$ cat src/isc_pkg.sv
package isc_pkg;

	// ==========================================================
	// Geometry
	localparam int NUM_CH = 4;
	localparam int CNT_W  = 5;
	localparam int DIV_W  = 3;
	localparam int WIN_W  = 12;
	localparam int VAL_W  = 16;
	localparam int IDX_W  = 6;

	// ==========================================================
	// Register indices, byte address is four times the index
	localparam logic [NUM_CH-1:0][IDX_W-1:0] IDX_SETUP = {6'h26, 6'h24, 6'h22, 6'h20};
	localparam logic [IDX_W-1:0]             IDX_TRACK  = 6'h25;
	localparam logic [IDX_W-1:0]             IDX_STATUS = 6'h27;

	// ==========================================================
	// Field positions
	localparam int RANGE_BIT = 7;
	localparam int BAND_HI   = 6;
	localparam int BAND_LO   = 5;
	localparam int CNT_HI    = 4;
	localparam int CNT_LO    = 0;
	localparam int FACTOR_HI = 2;
	localparam int FACTOR_LO = 1;
	localparam int RSV_HI    = 7;
	localparam int RSV_LO    = 3;

	// ==========================================================
	// Reset values and bus answers
	localparam logic [7:0] SETUP_RST     = 8'h04;
	localparam logic [7:0] TRACK_RST     = 8'hDA;
	localparam logic [4:0] TRACK_RSV_RST = 5'h1B;
	localparam logic [1:0] RESP_OKAY     = 2'h0;
	localparam logic [1:0] RESP_SLVERR   = 2'h2;

endpackage : isc_pkg

$ cat src/isc_channel_config.sv
// Overview of operation
// - Bit 7 of each channel setup register picks the lower (0) or higher (1) loss range.
// - Bits 6:5 of each setup register pick the band: 0 low, 1 middle, 2 high.
// - Setup bits 4:0, the cycle count, with the shared divider set the sampling window.
// - Tracking bits 2:1 set how fast channel 0 baseline follows a negative processed value.
// - The channel 0 tracking register resets to DA, its reserved upper bits to 1B.
// - The channel 0 setup register at 20 resets to 04.
// - Setup registers of channels 1 to 3 sit at 22, 24, 26 with the same layout and reset 04.
//
// Chosen here: the AXI4-Lite register port.
`timescale 1ns/1ps

module isc_channel_config
	import isc_pkg::*;
#(
	parameter int ADDR_W = 8
) (
	input  wire logic                          aclk,
	input  wire logic                          aresetn,
	input  wire logic [ADDR_W-1:0]             s_axi_awaddr,
	input  wire logic [2:0]                    s_axi_awprot,
	input  wire logic                          s_axi_awvalid,
	output logic                               s_axi_awready,
	input  wire logic [31:0]                   s_axi_wdata,
	input  wire logic [3:0]                    s_axi_wstrb,
	input  wire logic                          s_axi_wvalid,
	output logic                               s_axi_wready,
	output logic [1:0]                         s_axi_bresp,
	output logic                               s_axi_bvalid,
	input  wire logic                          s_axi_bready,
	input  wire logic [ADDR_W-1:0]             s_axi_araddr,
	input  wire logic [2:0]                    s_axi_arprot,
	input  wire logic                          s_axi_arvalid,
	output logic                               s_axi_arready,
	output logic [31:0]                        s_axi_rdata,
	output logic [1:0]                         s_axi_rresp,
	output logic                               s_axi_rvalid,
	input  wire logic                          s_axi_rready,
	input  wire logic [NUM_CH-1:0]             conv_start,
	input  wire logic [NUM_CH-1:0]             conv_done,
	input  wire logic [DIV_W-1:0]              window_divider,
	input  wire logic signed [VAL_W-1:0]       processed_button_value,
	output logic [NUM_CH-1:0]                  loss_range_select,
	output logic [NUM_CH-1:0][1:0]             frequency_band_select,
	output logic [NUM_CH-1:0][WIN_W-1:0]       window_length,
	output logic [1:0]                         fast_baseline_factor,
	output logic                               fast_track_active
);

	initial begin
		if (ADDR_W < 8 || ADDR_W > 32)
			$error("ADDR_W must lie between 8 and 32");
	end

	typedef struct packed {
		logic                   awready;
		logic                   wready;
		logic [ADDR_W-1:0]      awaddr;
		logic                   aw_got;
		logic [31:0]            wdata;
		logic [3:0]             wstrb;
		logic                   w_got;
		logic                   bvalid;
		logic [1:0]             bresp;
		logic                   arready;
		logic                   rvalid;
		logic [31:0]            rdata;
		logic [1:0]             rresp;
		logic [NUM_CH-1:0][7:0] setup;
		logic [7:0]             track;
		logic [1:0]             factor;
		logic                   factor_act;
	} isc_regs_type;

	isc_regs_type        s_q;
	isc_regs_type        s_d;
	logic [NUM_CH-1:0]   active;
	logic                wr_fire;
	logic [ADDR_W-3:0]   wr_idx;
	logic [ADDR_W-3:0]   rd_idx;

	assign wr_fire = s_q.aw_got && s_q.w_got && !s_q.bvalid;
	assign wr_idx  = s_q.awaddr[ADDR_W-1:2];
	assign rd_idx  = s_axi_araddr[ADDR_W-1:2];

	// ==========================================================
	// Register file and AXI4-Lite slave
	always_comb begin
		s_d = s_q;
		// Address and data may arrive in either order; each is held until both are in
		if (s_q.awready && s_axi_awvalid) begin
			s_d.awaddr = s_axi_awaddr;
			s_d.aw_got = 1'b1;
		end
		if (s_q.wready && s_axi_wvalid) begin
			s_d.wdata = s_axi_wdata;
			s_d.wstrb = s_axi_wstrb;
			s_d.w_got = 1'b1;
		end
		if (s_q.bvalid && s_axi_bready)
			s_d.bvalid = 1'b0;
		if (wr_fire) begin
			s_d.aw_got = 1'b0;
			s_d.w_got  = 1'b0;
			s_d.bvalid = 1'b1;
			s_d.bresp  = RESP_SLVERR;
			for (int i = 0; i < NUM_CH; i++) begin
				if (wr_idx == (ADDR_W-2)'(IDX_SETUP[i])) begin
					s_d.bresp = RESP_OKAY;
					if (s_q.wstrb[0])
						s_d.setup[i] = s_q.wdata[7:0];
				end
			end
			if (wr_idx == (ADDR_W-2)'(IDX_TRACK)) begin
				s_d.bresp = RESP_OKAY;
				if (s_q.wstrb[0])
					s_d.track = s_q.wdata[7:0];
			end
		end
		s_d.awready = !s_d.aw_got && !s_d.bvalid;
		s_d.wready  = !s_d.w_got && !s_d.bvalid;

		if (s_q.rvalid && s_axi_rready)
			s_d.rvalid = 1'b0;
		if (s_q.arready && s_axi_arvalid) begin
			s_d.rvalid = 1'b1;
			s_d.rdata  = 32'h0000_0000;
			s_d.rresp  = RESP_SLVERR;
			for (int i = 0; i < NUM_CH; i++) begin
				if (rd_idx == (ADDR_W-2)'(IDX_SETUP[i])) begin
					s_d.rdata = {24'h00_0000, s_q.setup[i]};
					s_d.rresp = RESP_OKAY;
				end
			end
			if (rd_idx == (ADDR_W-2)'(IDX_TRACK)) begin
				s_d.rdata = {24'h00_0000, s_q.track};
				s_d.rresp = RESP_OKAY;
			end
			if (rd_idx == (ADDR_W-2)'(IDX_STATUS)) begin
				s_d.rdata = {28'h000_0000, active};
				s_d.rresp = RESP_OKAY;
			end
		end
		s_d.arready = !s_d.rvalid;

		// Factor applies only while the processed value sits below the baseline
		s_d.factor_act = processed_button_value < 0;
		s_d.factor     = s_d.factor_act ? s_q.track[FACTOR_HI:FACTOR_LO] : 2'h0;
	end

	always_ff @(posedge aclk) begin
		if (!aresetn) begin
			s_q         <= '0;
			s_q.awready <= 1'b1;
			s_q.wready  <= 1'b1;
			s_q.arready <= 1'b1;
			s_q.setup   <= {NUM_CH{SETUP_RST}};
			s_q.track   <= TRACK_RST;
		end else begin
			s_q <= s_d;
		end
	end

	assign s_axi_awready        = s_q.awready;
	assign s_axi_wready         = s_q.wready;
	assign s_axi_bvalid         = s_q.bvalid;
	assign s_axi_bresp          = s_q.bresp;
	assign s_axi_arready        = s_q.arready;
	assign s_axi_rvalid         = s_q.rvalid;
	assign s_axi_rdata          = s_q.rdata;
	assign s_axi_rresp          = s_q.rresp;
	assign fast_baseline_factor = s_q.factor;
	assign fast_track_active    = s_q.factor_act;

	// ==========================================================
	// Per-channel settings, latched at conversion start
	// Band code 3 is passed on unchanged; software is trusted to avoid it
	for (genvar c = 0; c < NUM_CH; c++) begin : g_ch
		isc_channel_latch u_latch (
			.aclk                  (aclk),
			.aresetn               (aresetn),
			.conv_start            (conv_start[c]),
			.conv_done             (conv_done[c]),
			.setup_cfg             (s_q.setup[c]),
			.window_divider        (window_divider),
			.conv_active           (active[c]),
			.loss_range_select     (loss_range_select[c]),
			.frequency_band_select (frequency_band_select[c]),
			.window_length         (window_length[c])
		);
	end

	logic [NUM_CH:0] wr_seen_q;
	always_ff @(posedge aclk) begin
		if (!aresetn) begin
			wr_seen_q <= '0;
		end else if (wr_fire && s_q.wstrb[0]) begin
			for (int i = 0; i < NUM_CH; i++)
				if (wr_idx == (ADDR_W-2)'(IDX_SETUP[i]))
					wr_seen_q[i] <= 1'b1;
			if (wr_idx == (ADDR_W-2)'(IDX_TRACK))
				wr_seen_q[NUM_CH] <= 1'b1;
		end
	end
endmodule : isc_channel_config

$ cat src/isc_channel_latch.sv
`timescale 1ns/1ps

module isc_channel_latch
	import isc_pkg::*;
#(
	parameter int CH_CNT_W = CNT_W,
	parameter int CH_DIV_W = DIV_W,
	parameter int CH_WIN_W = WIN_W
) (
	input  wire logic                aclk,
	input  wire logic                aresetn,
	input  wire logic                conv_start,
	input  wire logic                conv_done,
	input  wire logic [7:0]          setup_cfg,
	input  wire logic [CH_DIV_W-1:0] window_divider,
	output logic                     conv_active,
	output logic                     loss_range_select,
	output logic [1:0]               frequency_band_select,
	output logic [CH_WIN_W-1:0]      window_length
);

	initial begin
		if (CH_WIN_W < CH_CNT_W + (1 << CH_DIV_W) - 1)
			$error("window_length too narrow for count and divider");
	end

	typedef struct packed {
		logic                active;
		logic                range;
		logic [1:0]          band;
		logic [CH_WIN_W-1:0] win;
	} isc_latch_type;

	isc_latch_type s_q;
	isc_latch_type s_d;
	logic          take;

	// ==========================================================
	// Settings are sampled only when a conversion begins
	assign take = conv_start && (!s_q.active || conv_done);

	always_comb begin
		s_d = s_q;
		if (take) begin
			s_d.active = 1'b1;
			s_d.range  = setup_cfg[RANGE_BIT];
			s_d.band   = setup_cfg[BAND_HI:BAND_LO];
			s_d.win    = CH_WIN_W'(setup_cfg[CNT_HI:CNT_LO]) << window_divider;
		end else if (conv_done) begin
			s_d.active = 1'b0;
		end
	end

	always_ff @(posedge aclk) begin
		if (!aresetn) begin
			s_q.active <= 1'b0;
			s_q.range  <= SETUP_RST[RANGE_BIT];
			s_q.band   <= SETUP_RST[BAND_HI:BAND_LO];
			s_q.win    <= CH_WIN_W'(SETUP_RST[CNT_HI:CNT_LO]);
		end else begin
			s_q <= s_d;
		end
	end

	assign conv_active           = s_q.active;
	assign loss_range_select     = s_q.range;
	assign frequency_band_select = s_q.band;
	assign window_length         = s_q.win;
endmodule : isc_channel_latch

$ cat config.mk
export PLATFORM = sky130hd
export DESIGN_NAME = isc_channel_config
export DESIGN_NICKNAME = d
export VERILOG_FILES = /design/src/isc_pkg.sv /design/src/isc_channel_config.sv /design/src/isc_channel_latch.sv
export SDC_FILE = /design/constraint.sdc
export NUM_CORES = 1
export LEC_CHECK = 0
export ABC_AREA = 1
export BUFFER_PORTS_ARGS = -buffer_cell sky130_fd_sc_hd__buf_2
export CORE_MARGIN = 4
export CORE_UTILIZATION = 45
export DETAILED_ROUTE_END_ITERATION = 8
export PLACE_DENSITY = 0.75
export SLEW_MARGIN = 40
export SYNTH_ARGS = -nofsm -noshare
export SYNTH_HDL_FRONTEND = slang
export SYNTH_HIERARCHICAL = 1
export SYNTH_SLANG_ARGS = --single-unit
$ cat constraint.sdc
create_clock -name aclk -period 3.2 [get_ports aclk]
set_input_delay 0.64 -clock aclk [delete_from_list [all_inputs] [get_ports aclk]]
set_output_delay 0.64 -clock aclk [all_outputs]
set_load 0.02 [all_outputs]
# == Word-level counts from Yosys, hierarchy flattened ==
# Index checks and enable logic that the tools add are counted.
# Widths: inputs -> output; s select.
# word_totals
regBits,167
out_inout_bits,104
word_cells,114
# classes
order_cmp,1
n_eq_ne,11
shifts,4
n_mux,26
n_reduce_logical,36
# op_table
op,count
$mux 34,5
$eq 6x6->1 const B,11
$shl 5x3->12,4
$mux 35,1
$lt 16x1->1 const B,1
$reduce_and 3->1,5
$logic_and 1x1->1,13
$mux 1,13
$mux 10,1
$mux 2,5
$logic_not 1->1,9
$reduce_bool 2->1,4
$logic_or 1x1->1,4
$mux 4,1
$reduce_and 2->1,1

# == Longest topological paths before layout ==
# depth
word_depth,9
mapped_depth,10

# == Hierarchy ==
# The synthesis kept the hierarchy.
# modules_own_cells
mod,n_inst,cells_each,area_each_um2
isc_channel_config,1,466,3495.9
isc_channel_latch,4,118,747.0

# == Least setup slack after synthesis ==
# No wires, ideal clock.
# synth_path
path_type,input-to-reg
startpoint,in s_axi_arvalid
endpoint,reg s_q (netlist bit s_axi_rdata[2])
setup_time_ns,0.133
arrival_time_ns,1.375
required_ns,3.067
slack_ns,1.692
path_stages,6
cell_sequence,nand2_1 clkinv_1 nand2_1 a21oi_1 nand2_1 a21oi_2
# synth_via
elab_chain_cells,1
# synth_lines
item,line,rtl
start: declaration,isc_channel_config.sv:33,"input wire logic s_axi_arvalid,"
$logic_and 1x1->1,isc_channel_config.sv:125,if (s_q.arready && s_axi_arvalid) begin
end: declaration,isc_channel_config.sv:75,isc_regs_type s_q;
# Every way passes these cells.
# A chain may end at the register's enable or synchronous reset.

==> run metrics <==
worst stage delay on the critical path=around 0.60 ns; Routed WL per cell=13.50 um; Post-CTS Hold Buffers=0; Post-Syn Area=6484 sq um; Buffers on Ports=117; most frequent cells in the layout=185 x nand2_1, 158 x nor2_1, 139 x dfxtp_1; 1st-iter DRT viols=around 520; DP HPWL=12400 um; PostCTS Resize Cnt=0; EDFF count, synth=0; peak supply drop=0.3743 mV; hold path start=processed_button_value[15]; Detailed Route WL=16650 um; worst path required time=3.50 ns; f_max=613.6 MHz; register area share after synthesis=0.4292; GR Util All Layers=0.2068; R2R cell count=6; ratio of cells with drive above 1 in the final layout=0.1747; first-pass GRT wire length=26970 um; grt total ovfl=0; top-area cell type share of the netlist area=0.4292; H-tree depth=4; setup_tns=0 ns; Worst Setup End Kind=register; CTS tree=done; dominant synthesized flop cell=dfxtp_1; Pleak=3.593 nW; DIE WIDTH=between 100 and 150 um; Clock Skew=0.006259 ns; Rows=43; WHS=0.4485 ns; final hold violations=0; filler cell count=1381; status=finished, final reports clean; post-CTS setup buffers=0; worst reg2reg path endpoint=g_ch[1].u_latch/window_length[7]; Setup Viol. Count Final=0; number of max-cap violations=0; vias in the first global route=5638; routed via count=6048; top cells by area, synth=dfxtp_1 43%, nand2_1 11%, nor2_1 9.1%; RR Startpoint=g_ch[1].u_latch/conv_active; Crit-path slowest cell=clkinv_1; Final Wtd Congestion=~0.95; Min-Delay Path Depth=3; largest net degree at the start of global routing=51; syn_area_per_cell=between 6 and 7 sq um; synth warn=6; CTS root buf=clkbuf_16; core area=13990 sq um; Clock Pin Slew Worst Setup and Hold Paths=0.06 ns; Final ANT Viol Nets=0; Slew Viols, Final=0; Vias/cell=4.905; FFs w/ async S/R, synth=0; pwr dens=575.4 nW/um^2; minimum clock period after layout=between 1.5 and 2 ns; die height=between 100 and 150 um; Initial Util=0.4635; post-synthesis register bit count=139; nets@finish=around 1100; Worst EP arrival=1.93 ns; critical path, cell by cell=buf_2 -> clkinv_1 -> a21oi_1 -> nor2_1; Worst Hold End=fast_track_active; die area=16390 sq um; drt drc=0; Max Root-Sink Buffers=2; RSZ-0062 raised after global routing=no; Register Area=2783 sq um; router iterations before antenna repair=6; clock latency on the worst-skew pair=0.42 ns; critical path fanouts, max=23; most common cell after layout, fill and taps aside=nand2_1; cells after synthesis=~940; Area Growth Syn to Fin=17.58%; diode count=0; CP Class=in2reg; Slew headroom=0.4864; Yosys top cell by area=dfxtp_1; clock sinks=between 100 and 150; fin crit share=0.5093; R2R setup slack=1.67 ns; CP Launch Type=primary input; io pins=roughly 200; initial antenna violation count=0; total CTS buffers=17; final total power=4.387 mW; Synth cell types=31; Hold Path Class=in2reg; measured slew at the worst slew-check pin=0.7656 ns; multi-input gate area in the final layout=2940 sq um
[power breakdown]
part / leakage (nW) / total (mW) / internal, mW / switching, mW
combinational: 2.16 / 0.450 / 0.121 / 0.329
clock: 0.304 / 2.10 / 1.37 / 0.732
sequential: 1.13 / 1.84 / 1.80 / 0.0403
[metal layers]
metal,vias up,wire (um),track usage
li1,3147,-,-
met1,2690,7247,0.2624
met2,184,7909,0.3410
met3,27,1182,0.05500
met4,0,310,0.07054
met5,-,0,0
[metrics by stage]
step	setup WS [ns]	utilization	cell area (sq um)	instances
global route	1.435	0.5450	7624	1233
global placement	1.161	0.5001	6995	1202
floorplan	1.692	-	6578	963
detailed placement	1.164	0.5001	6995	1202
CTS	1.595	0.5450	7624	1233
finish	1.570	0.5450	7624	1233
[final cells by class]
cell class,instances,area share
sequential,139,0.3650
clock buffer,17,0.05580
clock inverter,14,0.02659
tap,180,0.02954
inverter,119,0.05859
timing repair buffer,119,0.07878
multi-input combinational,645,0.3857
[worst max-delay path, delay by kind of cell]
kind / cells / cell delay, ns
buffers and inverters: 2 / 0.70
AOI/OAI and AO/OA: 1 / 0.49
and+or+nand+nor: 1 / 0.09
[state kept, by name (all words and copies together) (netlist names)]
register                            cells
s_axi_bvalid                            1
fast_track_active                       1
s_axi_wready                            1
fast_baseline_factor                    2
s_axi_rvalid                            1
s_axi_rresp                             1
g_ch.u_latch/frequency_band_select      8
s_axi_awready                           1
s_axi_rdata                             8
s_axi_bresp                             1
g_ch.u_latch/loss_range_select          4
s_q                                    57
g_ch.u_latch/window_length             48
s_axi_arready                           1
g_ch.u_latch/conv_active                4
[worst max path at each step]
stage,to,start
final,s_axi_awready,aresetn
after global routing,s_axi_rdata[2],s_axi_araddr[6]
after CTS,loss_range_select[1],g_ch[1].u_latch/loss_range_select
after detailed placement,s_axi_rdata[6],s_axi_araddr[6]
after global placement,s_axi_rdata[6],s_axi_araddr[6]
after floorplan,s_axi_rdata[2],s_axi_arvalid
[synthesized netlist by cell type, types with 6 or more instances]
library cell	number
a211oi_1	8
a21oi_1	93
buf_4	39
clkbuf_1	10
dfxtp_1	139
inv_1	108
inv_2	10
nand2_1	185
nand3_1	77
nand4_1	7
nor2_1	158
nor2_4	9
o211ai_1	8
o21ai_0	47
o21ai_1	6
[kinds of logic after synthesis]
group,count (synthesis),share of synthesized area
other,1,0.0005784
buffers and inverters,179,0.1318
AO/OA/AOI/OAI,169,0.1411
AND/OR/NAND/NOR,450,0.2974
flip-flops,139,0.4292
Power figures use the tool's default switching activity.
